## src/odd_pkg.sv

```systemverilog
// constants, types and encodings shared by the operand descriptor decoder
package odd_pkg;

  localparam logic [3:0] MODE_LIT_MAX   = 4'h3;
  localparam logic [3:0] MODE_REG_IMM_W = 4'h4;
  localparam logic [3:0] MODE_RDEF_IMMH = 4'h5;
  localparam logic [3:0] MODE_FPS_IMMB  = 4'h6;
  localparam logic [3:0] MODE_APS_ABS   = 4'h7;
  localparam logic [3:0] MODE_DISP_W    = 4'h8;
  localparam logic [3:0] MODE_DDEF_W    = 4'h9;
  localparam logic [3:0] MODE_DISP_H    = 4'ha;
  localparam logic [3:0] MODE_DDEF_H    = 4'hb;
  localparam logic [3:0] MODE_DISP_B    = 4'hc;
  localparam logic [3:0] MODE_DDEF_B    = 4'hd;
  localparam logic [3:0] MODE_EXPAND    = 4'he;
  localparam logic [3:0] MODE_NEG_LIT   = 4'hf;

  localparam logic [3:0] REG_FORMAT2 = 4'hb;
  localparam logic [3:0] REG_PC      = 4'hf;
  localparam logic [3:0] FP_REG      = 4'h9;
  localparam logic [3:0] AP_REG      = 4'ha;

  localparam logic [3:0] TYPE_UWORD   = 4'h0;
  localparam logic [3:0] TYPE_UHALF   = 4'h2;
  localparam logic [3:0] TYPE_UBYTE   = 4'h3;
  localparam logic [3:0] TYPE_SWORD   = 4'h4;
  localparam logic [3:0] TYPE_SHALF   = 4'h6;
  localparam logic [3:0] TYPE_SBYTE   = 4'h7;

  localparam logic [2:0] LEN_NONE = 3'h0;
  localparam logic [2:0] LEN_BYTE = 3'h1;
  localparam logic [2:0] LEN_HALF = 3'h2;
  localparam logic [2:0] LEN_WORD = 3'h4;

  typedef enum logic [1:0] {
    SZ_BYTE = 2'h0,
    SZ_HALF = 2'h1,
    SZ_WORD = 2'h2
  } odd_size_t;

  typedef enum logic [2:0] {
    KIND_NONE = 3'h0,
    KIND_REG  = 3'h1,
    KIND_ADDR = 3'h2,
    KIND_IMM  = 3'h3,
    KIND_LIT  = 3'h4
  } odd_kind_t;

  typedef enum logic [2:0] {
    ST_DESC    = 3'h0,
    ST_COLLECT = 3'h1,
    ST_REG     = 3'h3,
    ST_DEREF   = 3'h2,
    ST_DONE    = 3'h6
  } odd_state_t;

  localparam odd_size_t RST_SIZE   = SZ_WORD;
  localparam logic      RST_SIGNED = 1'b1;

endpackage

```

## src/odd_col_if.sv

```systemverilog
// carrier between the decoder and its extension-byte collector
`timescale 1ns/10ps
interface odd_col_if;
  logic        clear;
  logic        load;
  logic [7:0]  data;
  logic [2:0]  len;
  logic        sext;
  logic [31:0] value;
  logic [2:0]  count;

  modport main (output clear, output load, output data, output len, output sext,
                input value, input count);
  modport col  (input clear, input load, input data, input len, input sext,
                output value, output count);
endinterface

```

## src/odd_collect.sv

```systemverilog
// little-endian extension byte collector with sign or zero extension
`timescale 1ns/10ps
module odd_collect
  import odd_pkg::*;
(
  input wire logic clk,
  input wire logic rst,
  odd_col_if.col   col
);

  logic [31:0] shift_q;
  logic [2:0]  count_q;

  // lowest byte of the stream lands in the lowest lane
  always_ff @(posedge clk or posedge rst) begin
    if (rst) begin
      shift_q <= 32'h0;
      count_q <= 3'h0;
    end else if (col.clear) begin
      shift_q <= 32'h0;
      count_q <= 3'h0;
    end else if (col.load) begin
      shift_q[{count_q[1:0], 3'b000} +: 8] <= col.data; // see RULE10
      count_q <= count_q + 3'h1;
    end
  end

  always_comb begin
    col.value = shift_q;
    if (col.len == LEN_BYTE) begin
      col.value = {{24{col.sext & shift_q[7]}}, shift_q[7:0]}; // see RULE21 see RULE6
    end else if (col.len == LEN_HALF) begin
      col.value = {{16{col.sext & shift_q[15]}}, shift_q[15:0]}; // see RULE6
    end
  end

  assign col.count = count_q;
endmodule

```

## src/odd_decoder.sv

```systemverilog
// operand descriptor decoder and effective address generator
// Behaviour
// RULE1: descriptor low nibble selects register, high nibble selects addressing mode.
// RULE2: every operand is decoded from its own descriptor independently.
// RULE3: mode 5 uses register contents as operand address; registers 0-10, 12-14.
// RULE4: register 11 with mode 5 or byte/halfword displacement starts format two.
// RULE5: modes 8, 10, 12 add word, halfword, byte offset to register.
// RULE6: offsets are two's complement; byte and halfword sign extended to 32.
// RULE7: modes 6, 7 use nibble as unsigned offset from frame/argument pointer.
// RULE8: modes 9, 11, 13 read pointer at register plus offset.
// RULE9: register 15 with modes 4, 5, 6 gives 32, 16, 8 bit immediates.
// RULE10: multi-byte stream data assembles little-endian.
// RULE11: short literals 0 to 63 and -1 to -16 need no extra bytes.
// RULE12: modes 0-3 positive literal from byte; mode 15 negative literal.
// RULE13: mode 7 register 15 takes four-byte little-endian absolute address.
// RULE14: mode 14 register 15 reads operand address from embedded address.
// RULE15: expanded operand is type byte with high nibble E, then descriptor.
// RULE16: type codes 7, 6, 4 signed byte/half/word; 3, 2, 0 unsigned.
// RULE17: codes 1, 5, 8-14 reserved; code 15 means absolute deferred.
// RULE18: expanded type persists for later operands until replaced.
// RULE19: expanded type changes immediate signedness, not length; literals untouched.
// RULE20: second descriptor of expanded operand may not be expanded again.
// RULE21: signed byte source replicates bit 7 through 32 bits.
// RULE22: expanded descriptors are rejected on instructions flagged as disallowing them.
// RULE23: reserved or disallowed expansion signals invalid and makes no memory access.
`timescale 1ns/10ps
module odd_decoder
  import odd_pkg::*;
(
  input  wire logic              clk,
  input  wire logic              rst,
  input  wire logic              instr_start,
  input  wire logic              instr_no_expand,
  input  wire odd_pkg::odd_size_t instr_size,
  input  wire logic              instr_signed,
  input  wire logic              byte_valid,
  input  wire logic [7:0]        byte_data,
  output logic                   byte_ready,
  output logic [3:0]             reg_sel,
  input  wire logic [31:0]       reg_data,
  output logic                   mem_req,
  output logic [31:0]            mem_addr,
  input  wire logic              mem_ack,
  input  wire logic [31:0]       mem_rdata,
  output logic                   op_valid,
  output odd_pkg::odd_kind_t     op_kind,
  output logic [3:0]             op_reg,
  output logic [31:0]            op_addr,
  output logic [31:0]            op_value,
  output odd_pkg::odd_size_t     op_size,
  output logic                   op_signed,
  output logic                   op_invalid,
  output logic                   op_format2
);

  import odd_pkg::*;

  odd_col_if col_if ();

  odd_collect u_collect (
    .clk (clk),
    .rst (rst),
    .col (col_if)
  );

  odd_state_t  st_q;
  odd_state_t  st_d;
  logic        ready_q;
  logic        acc;
  logic        desc_acc;
  logic [3:0]  d_mode;
  logic [3:0]  d_reg;
  logic        d_pc;
  odd_kind_t   d_kind;
  logic [2:0]  d_len;
  logic        d_usereg;
  logic [3:0]  d_sel;
  logic        d_defer;
  logic        d_short;
  logic        d_direct;
  logic        d_sext;
  logic        d_inv;
  logic        d_fmt2;
  logic        d_expand;
  logic [31:0] d_lit;
  logic        d_type_ok;
  odd_size_t   d_type_size;
  logic        d_type_signed;
  odd_kind_t   kind_q;
  logic [2:0]  need_q;
  logic        usereg_q;
  logic        defer_q;
  logic        short_q;
  logic        direct_q;
  logic        sext_q;
  logic        inv_q;
  logic        fmt2_q;
  logic [31:0] lit_q;
  logic [3:0]  nib_q;
  logic        second_q;
  logic        ovr_valid_q;
  odd_size_t   ovr_size_q;
  logic        ovr_signed_q;
  odd_size_t   dflt_size_q;
  logic        dflt_signed_q;
  logic        no_expand_q;
  logic        eff_signed;
  odd_size_t   eff_size;
  logic [31:0] reg_sum;
  logic [31:0] addr_q;
  logic [3:0]  reg_sel_q;
  logic        mem_req_q;
  logic [31:0] mem_addr_q;
  logic        op_valid_q;
  odd_kind_t   op_kind_q;
  logic [3:0]  op_reg_q;
  logic [31:0] op_addr_q;
  logic [31:0] op_value_q;
  odd_size_t   op_size_q;
  logic        op_signed_q;
  logic        op_invalid_q;
  logic        op_format2_q;

  assign acc      = byte_valid && ready_q;
  assign desc_acc = acc && st_q == ST_DESC;
  assign d_mode   = byte_data[7:4]; // see RULE1
  assign d_reg    = byte_data[3:0]; // see RULE1
  assign d_pc     = d_reg == REG_PC;

  // an override decides signedness and reported size, never immediate length; see RULE19
  assign eff_signed = ovr_valid_q ? ovr_signed_q : dflt_signed_q;
  assign eff_size   = ovr_valid_q ? ovr_size_q : dflt_size_q;
  assign reg_sum    = reg_data + (short_q ? {28'h0, nib_q} : col_if.value); // see RULE5

  assign col_if.clear = desc_acc;
  assign col_if.load  = acc && st_q == ST_COLLECT;
  assign col_if.data  = byte_data;
  assign col_if.len   = need_q;
  assign col_if.sext  = sext_q;

  // expanded type codes
  always_comb begin
    d_type_ok     = 1'b1;
    d_type_size   = SZ_WORD;
    d_type_signed = 1'b0;
    case (d_reg)
      TYPE_SBYTE: begin
        d_type_size   = SZ_BYTE; // see RULE16
        d_type_signed = 1'b1;
      end
      TYPE_SHALF: begin
        d_type_size   = SZ_HALF;
        d_type_signed = 1'b1;
      end
      TYPE_SWORD: d_type_signed = 1'b1;
      TYPE_UBYTE: d_type_size = SZ_BYTE;
      TYPE_UHALF: d_type_size = SZ_HALF;
      TYPE_UWORD: d_type_size = SZ_WORD;
      default:    d_type_ok = 1'b0; // see RULE17
    endcase
  end

  // descriptor byte decode
  always_comb begin
    d_kind   = KIND_ADDR;
    d_len    = LEN_NONE;
    d_usereg = 1'b0;
    d_sel    = d_reg;
    d_defer  = 1'b0;
    d_short  = 1'b0;
    d_direct = 1'b0;
    d_sext   = 1'b1;
    d_inv    = 1'b0;
    d_fmt2   = 1'b0;
    d_expand = 1'b0;
    d_lit    = {24'h0, byte_data};
    if (d_mode <= MODE_LIT_MAX) begin
      d_kind = KIND_LIT; // see RULE11 see RULE12
    end else begin
      unique case (d_mode)
        MODE_REG_IMM_W: begin
          d_kind = d_pc ? KIND_IMM : KIND_REG; // see RULE9
          d_len  = d_pc ? LEN_WORD : LEN_NONE;
        end
        MODE_RDEF_IMMH: begin
          if (d_pc) begin
            d_kind = KIND_IMM;
            d_len  = LEN_HALF;
            d_sext = eff_signed; // see RULE19
          end else if (d_reg == REG_FORMAT2) begin
            d_fmt2 = 1'b1; // see RULE4
          end else begin
            d_usereg = 1'b1; // see RULE3
          end
        end
        MODE_FPS_IMMB: begin
          if (d_pc) begin
            d_kind = KIND_IMM;
            d_len  = LEN_BYTE;
            d_sext = eff_signed;
          end else begin
            d_usereg = 1'b1; // see RULE7
            d_short  = 1'b1;
            d_sel    = FP_REG;
          end
        end
        MODE_APS_ABS: begin
          if (d_pc) begin
            d_len    = LEN_WORD; // see RULE13
            d_direct = 1'b1;
          end else begin
            d_usereg = 1'b1; // see RULE7
            d_short  = 1'b1;
            d_sel    = AP_REG;
          end
        end
        MODE_DISP_W, MODE_DDEF_W: begin
          d_inv    = d_reg == REG_FORMAT2;
          d_len    = LEN_WORD; // see RULE5
          d_usereg = 1'b1;
          d_defer  = d_mode[0]; // see RULE8
        end
        MODE_DISP_H, MODE_DDEF_H: begin
          d_fmt2   = d_reg == REG_FORMAT2; // see RULE4
          d_len    = LEN_HALF;
          d_usereg = 1'b1;
          d_defer  = d_mode[0];
        end
        MODE_DISP_B, MODE_DDEF_B: begin
          d_fmt2   = d_reg == REG_FORMAT2;
          d_len    = LEN_BYTE;
          d_usereg = 1'b1;
          d_defer  = d_mode[0];
        end
        MODE_EXPAND: begin
          if (d_pc) begin
            d_len   = LEN_WORD; // see RULE14 see RULE17
            d_defer = 1'b1;
          end else begin
            d_expand = 1'b1; // see RULE15
            d_inv    = !d_type_ok || no_expand_q || second_q; // see RULE22 see RULE20
          end
        end
        MODE_NEG_LIT: begin
          d_kind = KIND_LIT;
          d_lit  = {24'hffffff, byte_data}; // see RULE12
        end
      endcase
    end
    if (d_inv || d_fmt2) begin
      d_kind   = KIND_NONE; // see RULE23
      d_len    = LEN_NONE;
      d_usereg = 1'b0;
      d_defer  = 1'b0;
      d_expand = 1'b0;
    end
    if (d_kind == KIND_IMM && d_len == LEN_WORD) begin
      d_sext = 1'b0;
    end
    if (d_direct || (d_pc && d_mode == MODE_EXPAND)) begin
      d_sext = 1'b0;
    end
  end

  always_comb begin
    st_d = st_q;
    unique case (st_q)
      ST_DESC: begin
        if (acc && !d_expand) begin
          if (d_len != LEN_NONE) begin
            st_d = ST_COLLECT;
          end else if (d_usereg) begin
            st_d = ST_REG;
          end else begin
            st_d = ST_DONE;
          end
        end
      end
      ST_COLLECT: begin
        if (acc && col_if.count == need_q - 3'h1) begin
          if (usereg_q) begin
            st_d = ST_REG;
          end else if (defer_q) begin
            st_d = ST_DEREF;
          end else begin
            st_d = ST_DONE;
          end
        end
      end
      ST_REG:   st_d = defer_q ? ST_DEREF : ST_DONE;
      ST_DEREF: st_d = mem_ack ? ST_DONE : ST_DEREF;
      ST_DONE:  st_d = ST_DESC;
    endcase
  end

  always_ff @(posedge clk or posedge rst) begin
    if (rst) begin
      st_q    <= ST_DESC;
      ready_q <= 1'b0;
    end else begin
      st_q    <= st_d;
      ready_q <= st_d == ST_DESC || st_d == ST_COLLECT;
    end
  end

  // per-operand state is reloaded from each fresh descriptor; see RULE2
  always_ff @(posedge clk or posedge rst) begin
    if (rst) begin
      kind_q    <= KIND_NONE;
      need_q    <= LEN_NONE;
      usereg_q  <= 1'b0;
      defer_q   <= 1'b0;
      short_q   <= 1'b0;
      direct_q  <= 1'b0;
      sext_q    <= 1'b0;
      inv_q     <= 1'b0;
      fmt2_q    <= 1'b0;
      lit_q     <= 32'h0;
      nib_q     <= 4'h0;
      reg_sel_q <= 4'h0;
    end else if (desc_acc && (!d_expand || d_inv)) begin
      kind_q    <= d_kind;
      need_q    <= d_len;
      usereg_q  <= d_usereg;
      defer_q   <= d_defer;
      short_q   <= d_short;
      direct_q  <= d_direct;
      sext_q    <= d_sext;
      inv_q     <= d_inv;
      fmt2_q    <= d_fmt2;
      lit_q     <= d_lit;
      nib_q     <= d_reg;
      reg_sel_q <= d_sel;
    end
  end

  // type override lasts until the next expansion or instruction; see RULE18
  always_ff @(posedge clk or posedge rst) begin
    if (rst) begin
      ovr_valid_q   <= 1'b0;
      ovr_size_q    <= RST_SIZE;
      ovr_signed_q  <= RST_SIGNED;
      second_q      <= 1'b0;
      dflt_size_q   <= RST_SIZE;
      dflt_signed_q <= RST_SIGNED;
      no_expand_q   <= 1'b0;
    end else if (instr_start) begin
      ovr_valid_q   <= 1'b0;
      second_q      <= 1'b0;
      dflt_size_q   <= instr_size;
      dflt_signed_q <= instr_signed;
      no_expand_q   <= instr_no_expand;
    end else if (desc_acc) begin
      second_q <= d_expand;
      if (d_expand) begin
        ovr_valid_q  <= 1'b1; // see RULE18
        ovr_size_q   <= d_type_size;
        ovr_signed_q <= d_type_signed;
      end
    end
  end

  always_ff @(posedge clk or posedge rst) begin
    if (rst) begin
      addr_q     <= 32'h0;
      mem_req_q  <= 1'b0;
      mem_addr_q <= 32'h0;
    end else begin
      if (st_q == ST_REG) begin
        addr_q <= reg_sum; // see RULE3 see RULE5 see RULE7
      end
      if (st_q != ST_DEREF && st_d == ST_DEREF) begin
        mem_req_q  <= 1'b1; // see RULE8 see RULE14
        // absolute deferred: the top address byte is still on the stream at this edge
        mem_addr_q <= st_q == ST_REG ? reg_sum : {byte_data, col_if.value[23:0]};
      end else if (st_q == ST_DEREF && mem_ack) begin
        mem_req_q <= 1'b0;
        addr_q    <= mem_rdata;
      end
    end
  end

  always_ff @(posedge clk or posedge rst) begin
    if (rst) begin
      op_valid_q   <= 1'b0;
      op_kind_q    <= KIND_NONE;
      op_reg_q     <= 4'h0;
      op_addr_q    <= 32'h0;
      op_value_q   <= 32'h0;
      op_size_q    <= RST_SIZE;
      op_signed_q  <= RST_SIGNED;
      op_invalid_q <= 1'b0;
      op_format2_q <= 1'b0;
    end else begin
      op_valid_q <= st_q == ST_DONE;
      if (st_q == ST_DONE) begin
        op_kind_q    <= kind_q;
        op_reg_q     <= reg_sel_q;
        op_addr_q    <= direct_q ? col_if.value : addr_q; // see RULE13
        op_value_q   <= kind_q == KIND_LIT ? lit_q :
                        kind_q == KIND_IMM ? col_if.value : 32'h0; // see RULE10
        op_size_q    <= eff_size;
        op_signed_q  <= eff_signed;
        op_invalid_q <= inv_q; // see RULE23
        op_format2_q <= fmt2_q;
      end
    end
  end

  assign byte_ready = ready_q;
  assign reg_sel    = reg_sel_q;
  assign mem_req    = mem_req_q;
  assign mem_addr   = mem_addr_q;
  assign op_valid   = op_valid_q;
  assign op_kind    = op_kind_q;
  assign op_reg     = op_reg_q;
  assign op_addr    = op_addr_q;
  assign op_value   = op_value_q;
  assign op_size    = op_size_q;
  assign op_signed  = op_signed_q;
  assign op_invalid = op_invalid_q;
  assign op_format2 = op_format2_q;
endmodule

```

## config.mk

```make
export PLATFORM = sky130hd
export DESIGN_NAME = odd_decoder
export DESIGN_NICKNAME = d
export VERILOG_FILES = /design/src/odd_pkg.sv /design/src/odd_col_if.sv /design/src/odd_collect.sv /design/src/odd_decoder.sv
export SDC_FILE = /design/constraint.sdc
export NUM_CORES = 1
export LEC_CHECK = 0
export BUFFER_PORTS_ARGS = -buffer_cell sky130_fd_sc_hd__clkbuf_2
export CORE_MARGIN = 10
export CORE_UTILIZATION = 40
export CTS_CLUSTER_DIAMETER = 30
export DETAILED_ROUTE_END_ITERATION = 6
export PLACE_DENSITY = 0.58
export SYNTH_ARGS = -nofsm -noshare
export SYNTH_HDL_FRONTEND = slang
export SYNTH_SLANG_ARGS = --single-unit
```

## constraint.sdc

```tcl
create_clock -name clk -period 17.05 [get_ports clk]
set_input_delay 3.41 -clock clk [delete_from_list [all_inputs] [get_ports clk]]
set_output_delay 3.41 -clock clk [all_outputs]
set_load 0.01 [all_outputs]
```

## Word-level counts from Yosys, hierarchy flattened

Index checks and enable logic that the tools add are counted.

| storage, ports and cells | value |
|---|---|
| flip-flop bits (word level) | 243 |

| cells by class | value |
|---|---|
| add/sub/neg operators | 4 |
| $lt $le $gt $ge | 1 |
| equality and inequality tests | 33 |
| shift-type cells | 2 |
| muxes and demuxes | 81 |
| bitwise gates (word level) | 3 |
| reductions and logical operators | 40 |

Operators by type and width:

| operator | count |
|---|---|
| 2-to-1 mux 32 bit | 14 |
| 2-to-1 mux 3 bit | 14 |
| == test 4 bit, second input constant | 10 |
| 2-to-1 mux 1 bit | 37 |
| adder 32 bit | 1 |
| bitwise mux 32 bit | 1 |
| variable shift 8 x 7 -> 32 bit, first input constant | 1 |
| indexed part select 8 x 7 -> 32 bit | 1 |
| == test 4 x 3 -> 1 bit, second input constant | 7 |
| == test 3 x 2 -> 1 bit, second input constant | 6 |
| one-hot mux 3 bit (6 select lines) | 1 |
| one-hot mux 3 bit (5 select lines) | 1 |
| OR reduction 2 bit | 7 |
| 2-to-1 mux 4 bit | 3 |
| OR reduction 6 bit | 2 |
| logical AND 1 bit | 10 |
| == test 3 x 1 -> 1 bit, second input constant | 3 |
| == test 3 bit, second input constant | 3 |
| one-hot mux 3 bit (3 select lines) | 1 |
| == test 4 x 2 -> 1 bit, second input constant | 2 |
| one-hot mux 4 bit (2 select lines) | 1 |
| nonzero test 2 bit | 4 |
| negator 5 -> 7 bit | 1 |
| zero test 3 bit | 2 |
| 19 further kinds | 31 |

## Depth between registers and ports, before layout

| logic depth | value |
|---|---|
| depth in word-level cells | 18 |
| depth in mapped cells | 18 |

## Modules after synthesis

A second synthesis with hierarchy kept.

| second synthesis, totals | value |
|---|---|
| cell total of the unflattened synthesis | 1,290 |
| area, all modules | 11,761.3 um^2 |

By module, submodules not included:

| module | instances | cells an instance | area each (um^2) |
|---|---|---|---|
| odd_decoder | 1 | 1,148 | 9,983.3 |
| odd_collect | 1 | 142 | 1,778.0 |

## Least setup slack after synthesis

No wires, ideal clock.

| path | value |
|---|---|
| path type | input to register |
| start | input port reg_data[0] |
| end | register addr_q[26] |
| setup time | 0.082 ns |
| arrival | 5.581 ns |
| path slack | 11.387 ns |
| stages | 11 |
| cells stage by stage | ha_1 inv_1 fa_1 nor2b_1 o31a_1 o311ai_2 a31oi_1 nor2b_1 o211a_1 or4_1 a31oi_1 |

| on the way | value |
|---|---|
| longest elaborated chain between the ends | 4 |

Ends and longest elaborated chain:

| element | RTL line | source |
|---|---|---|
| from (decl) | odd_decoder.sv:40 | `input wire logic [31:0] reg_data,` |
| adder 32 bit (*) | odd_decoder.sv:133 | `assign reg_sum = reg_data + (short_q ? {28'h0, nib_q} : col_if.value);` |
| 2-to-1 mux 32 bit (*) | odd_decoder.sv:369 | `if (st_q == ST_REG) begin` |
| 2-to-1 mux 32 bit | odd_decoder.sv:376 | `end else if (st_q == ST_DEREF && mem_ack) begin` |
| 2-to-1 mux 32 bit (*) | odd_decoder.sv:372 | `if (st_q != ST_DEREF && st_d == ST_DEREF) begin` |
| to (signal assigned) | odd_decoder.sv:370 | `addr_q <= reg_sum;` |
| to (signal assigned) | odd_decoder.sv:378 | `addr_q <= mem_rdata;` |
| to (decl) | odd_decoder.sv:110 | `logic [31:0] addr_q;` |

Mark *: on every way between the ends. The rest lies on a longest branch, timed or not.
A chain may end at the register's enable or synchronous reset.

## Worst setup path after layout

| path | value |
|---|---|
| start | input port byte_data[4] |
| end | register mem_addr_q[8], in the netlist mem_addr[8] |

| on the way | value |
|---|---|
| longest elaborated chain between the ends | 12 |
| elaborated cells between the ends (all ways) | 42 |
| those cells by class | order compare: 1; eq/ne: 12; mux: 17; reduce/logical: 12 |

Ends and longest elaborated chain:

| element | RTL line | source |
|---|---|---|
| from (decl) | odd_decoder.sv:37 | `input wire logic [7:0] byte_data,` |
| == test 4 bit | odd_decoder.sv:180 | `unique case (d_mode)` |
| OR reduction 4 bit (no source line) or OR reduction 2 bit (tied branches) | n/a |  |
| one-hot mux 1 bit (2 select lines) | odd_decoder.sv:180 |  |
| 2-to-1 mux 1 bit | odd_decoder.sv:177 | `if (d_mode <= MODE_LIT_MAX) begin` |
| logical OR 1 bit | odd_decoder.sv:250 | `if (d_inv \|\| d_fmt2) begin` |
| 2-to-1 mux 3 bit or 2-to-1 mux 1 bit (tied branches) | odd_decoder.sv:250 |  |
| nonzero test 3 bit (tied with other cells) | odd_decoder.sv:270 | `if (d_len != LEN_NONE) begin` |
| 2-to-1 mux 3 bit or logical AND 1 bit (tied branches) | odd_decoder.sv:270, odd_decoder.sv:269 |  |
| 2-to-1 mux 3 bit (*) | odd_decoder.sv:269 | `if (acc && !d_expand) begin` |
| one-hot mux 3 bit (5 select lines) (*) | odd_decoder.sv:267 | `unique case (st_q)` |
| named net st_d[0] | odd_decoder.sv:67 | `odd_state_t st_d;` |
| == test 3 x 2 -> 1 bit (*) | odd_decoder.sv:372 |  |
| logical AND 1 bit (*) | odd_decoder.sv:372 |  |
| to (signal assigned) | odd_decoder.sv:375 | `mem_addr_q <= st_q == ST_REG ? reg_sum : {byte_data, col_if.value[23:0]};` |
| to (decl) | odd_decoder.sv:113 | `logic [31:0] mem_addr_q;` |

The timed path passes the listed nets; every way through them passes the cells marked *.

==> flow_summary_export.csv <==
group,metric,value,unit
clock_network,worst_skew_pair.late_latency,0.54,ns
place,port-buffer-count,195,
synthesis,post_synth_edffs,0,
final_layout,mostFrequentLayoutCell,"sky130_fd_sc_hd__dfrtp_1",
synthesis,post_synthesis_share_of_cell_area_spent_on_and_or_nand_and_nor_gates,16.9,%
grt,grt_max_degree,100,
clock_network,post-cts-setup-buffer-count,0,
synthesis,syn-num-nets,1421,
routing,drc,0,
timing,max-slew-margin-rel,22.9,%
clock_network,clkSlewWorstSetupHoldPaths,0.04,ns
power,power.density_cell_area,178,nW/um^2
routing,drt-total-wl,37600,um
clock_network,tritoncts,"done",
critical_path,path_max_fanout,57,
clock_network,postCtsResizedCells,0,
routing,dr_total_vias,10400,
synthesis,yosysUniqueCellTypes,70,
clock_network,cts_made_buffers,49,
min_path,hold_class,"flop to flop",
synthesis,ys_seq_area_share,46.6,%
synthesis,syn-mean-instance-area,8.95,um^2
timing,total_of_endpoints_with_negative_setup_slack_in_the_final_report,0,
critical_path,worst-endpoint-arrival,6.19,ns
synthesis,synth.cell_area,11600,um^2
routing,firstDrtPassIters,5,
clock_network,holdBufCountCts,0,
critical_path,worst_setup_path_start_kind,"input port",
grt,grt_pass1_vias,10200,
timing,timing.fmax,173,MHz
floorplanning,die_height,190,um
clock_network,clock_sinks,216,
routing,antenna_left,0,
floorplanning,design.die.area,36300,um^2
final_layout,finalNetCount,1596,
routing,avgViaCountPerCell,5.47,
place,hpwlAfterDp,27100,um
synthesis,synthXorXnorAreaFrac,1.58,%
final_layout,antenna-diode-count,0,
clock_network,h-tree-depth,2,
grt,grt-ovfl-total,0,
place,dp_slack,10.74,ns
timing,fin_setup_tns,0,ns
timing,fin_skew,0.0175,ns
floorplanning,placement_rows,62,
routing,detail_route.iter0.violations,846,
grt,grt_antenna_before_repair,2,
timing,rsz_0062_raised_after_global_routing,"false",
final_layout,final_cell_mix,"sky130_fd_sc_hd__dfrtp_1 (209), sky130_fd_sc_hd__nand2_1 (197), sky130_fd_sc_hd__clkbuf_2 (195), sky130_fd_sc_hd__o21ai_0 (141), sky130_fd_sc_hd__nor2_1 (130)",
floorplanning,io-pin-count,196,
synthesis,synth_top_flop_cell,"sky130_fd_sc_hd__dfrtp_1",
grt,global_route.usage.total,20.3,%
grt,grt_first_pass_wirelength,59000,um
timing,final_period_utilization,33.9,%
critical_path,worst_ep_required_time,17.47,ns
synthesis,synth-compound-area-share,22.3,%
floorplanning,core_region,28700,um^2
final_layout,layout-drive-gt1-share,22.0,%
timing,final_hold_viol_count,0,
final_layout,area.growth.synth_to_final,26.1,%
synthesis,post_synth_mux_area_share,4.14,%
timing,fin_max_slew_vios,0,
timing,post_route_setup_slack,11.27,ns
routing,avgRoutedWirePerCell,19.8,um
place,place_congestion,0.858,
floorplanning,die_w,190,um
critical_path,crit_type,"input port to flop",
synthesis,synthesis.instances,1299,
synthesis,ys_ff_latch,216,
clock_network,ctsRootBufferMaster,"sky130_fd_sc_hd__clkbuf_16",
job,max_cap_viol_count,0,
critical_path,worstSetupEndpointType,"flop",
synthesis,adder_cell_share_of_the_synthesized_area,4.48,%
synthesis,synthesis.yosys.warnings,0,
power,vdd.ir_drop.worst,0.000113,V
timing,worst-slew-pin-transition,1.15,ns
floorplanning,start_util,40.5,%
clock_network,max-clock-path-buffers,3,
run_status,run_status,"finished, final reports clean",
timing,final.min_clock_period,5.78,ns
power,cellLeakagePower,6.90,nW
synthesis,dominant_combinational_cell_family_by_area_after_synthesis,"compound AO/OA/AOI/OAI gates",
synthesis,synth_async_sr_flop_share,100,%
synthesized netlist by cell type, types with 8 or more instances:
cell type | n | area (um^2)
sky130_fd_sc_hd__a211oi_1 | 8 | 60.1
sky130_fd_sc_hd__a21o_1 | 10 | 75.1
sky130_fd_sc_hd__a21oi_1 | 103 | 515
sky130_fd_sc_hd__a221oi_1 | 8 | 70.1
sky130_fd_sc_hd__a22o_1 | 34 | 298
sky130_fd_sc_hd__a31oi_1 | 28 | 175
sky130_fd_sc_hd__and3_1 | 9 | 56.3
sky130_fd_sc_hd__buf_2 | 8 | 40.0
sky130_fd_sc_hd__clkbuf_1 | 70 | 263
sky130_fd_sc_hd__dfrtp_1 | 210 | 5260
sky130_fd_sc_hd__ha_1 | 40 | 500
sky130_fd_sc_hd__inv_1 | 25 | 93.8
sky130_fd_sc_hd__mux2_2 | 10 | 113
sky130_fd_sc_hd__mux2i_1 | 29 | 290
sky130_fd_sc_hd__nand2_1 | 197 | 739
sky130_fd_sc_hd__nand2b_1 | 9 | 56.3
sky130_fd_sc_hd__nand3_1 | 18 | 90.1
sky130_fd_sc_hd__nor2_1 | 132 | 495
sky130_fd_sc_hd__nor2b_1 | 23 | 144
sky130_fd_sc_hd__nor3_1 | 13 | 65.1
sky130_fd_sc_hd__o211ai_1 | 11 | 82.6
sky130_fd_sc_hd__o21a_1 | 22 | 165
sky130_fd_sc_hd__o21ai_0 | 141 | 706
sky130_fd_sc_hd__o31ai_1 | 9 | 67.6
sky130_fd_sc_hd__xnor2_1 | 13 | 114
sky130_fd_sc_hd__xor2_1 | 8 | 70.1
routing by layer:
layer  routed length, um  vias to the layer above  GRT usage [%]
li1                    -                     4970              -
met1               16700                     4994           27.4
met2               17400                      355           32.0
met3                2700                       52           4.61
met4                 718                        0           6.06
met5                   0                        -              0
worst max-delay path, stage by stage:
cell	delay, ns
sky130_fd_sc_hd__clkbuf_2	0.38
sky130_fd_sc_hd__and2_1	0.26
sky130_fd_sc_hd__o31ai_1	0.10
sky130_fd_sc_hd__a21boi_1	0.26
sky130_fd_sc_hd__o21ai_1	0.12
sky130_fd_sc_hd__a311o_1	0.40
sky130_fd_sc_hd__nor4b_4	0.26
sky130_fd_sc_hd__buf_4	0.54
sky130_fd_sc_hd__mux2_1	0.38
logic make-up (layout without fill, tap and decap cells):
| kind of cell | count (synthesis) | count (layout) |
|---|---|---|
| compound gates | 419 | 419 |
| xor+xnor | 21 | 21 |
| fa+ha+maj | 41 | 41 |
| buf+inv | 115 | 328 |
| flops | 216 | 216 |
| mux | 46 | 46 |
| simple gates | 441 | 441 |
cell type report:
cell class / count / area (um^2)
fill: 2705 / 14000
multi-input combinational: 968 / 5760
sequential: 216 / 5410
clock buffer: 70 / 1480
timing repair buffer: 212 / 1100
tap: 384 / 480
clock inverter: 19 / 312
inverter: 27 / 109
path summary, 6_finish.rpt:
| check | startpoint | to | slack [ns] | cells past startpoint |
|---|---|---|---|---|
| max | byte_data[4] | mem_addr[8] | 11.27 | 9 |
| min | op_reg[3] | op_reg[3] | 0.47 | 2 |
| max reg2reg | col_if.len[1] | mem_addr[30] | 12.01 | 15 |
| min reg2reg | op_reg[3] | op_reg[3] | 0.47 | 2 |
| max in group asynchronous | rst | addr_q[27] | 12.80 | 3 |
| min in group asynchronous | rst | op_addr[2] | 2.96 | 2 |
stage by stage:
step	cells	total power, mW	util (%)	hold WS (ns)	area (um^2)
finish	1896	2.62	51.1	0.469	14700
global route	1896	2.78	51.1	0.493	14700
CTS	1896	2.65	51.1	0.473	14700
detailed placement	1807	1.63	44.8	0.462	12900
global placement	1807	1.62	44.8	0.459	12900
floorplan	1299	1.33	-	0.439	11600
report_power, final:
group          leakage (nW)  internal, mW  switching (mW)
combinational          3.31         0.303           0.453
sequential             2.71         0.716           0.142
clock                 0.879         0.715           0.287
total                  6.90          1.73           0.882
(Power assumes the default switching activity.)
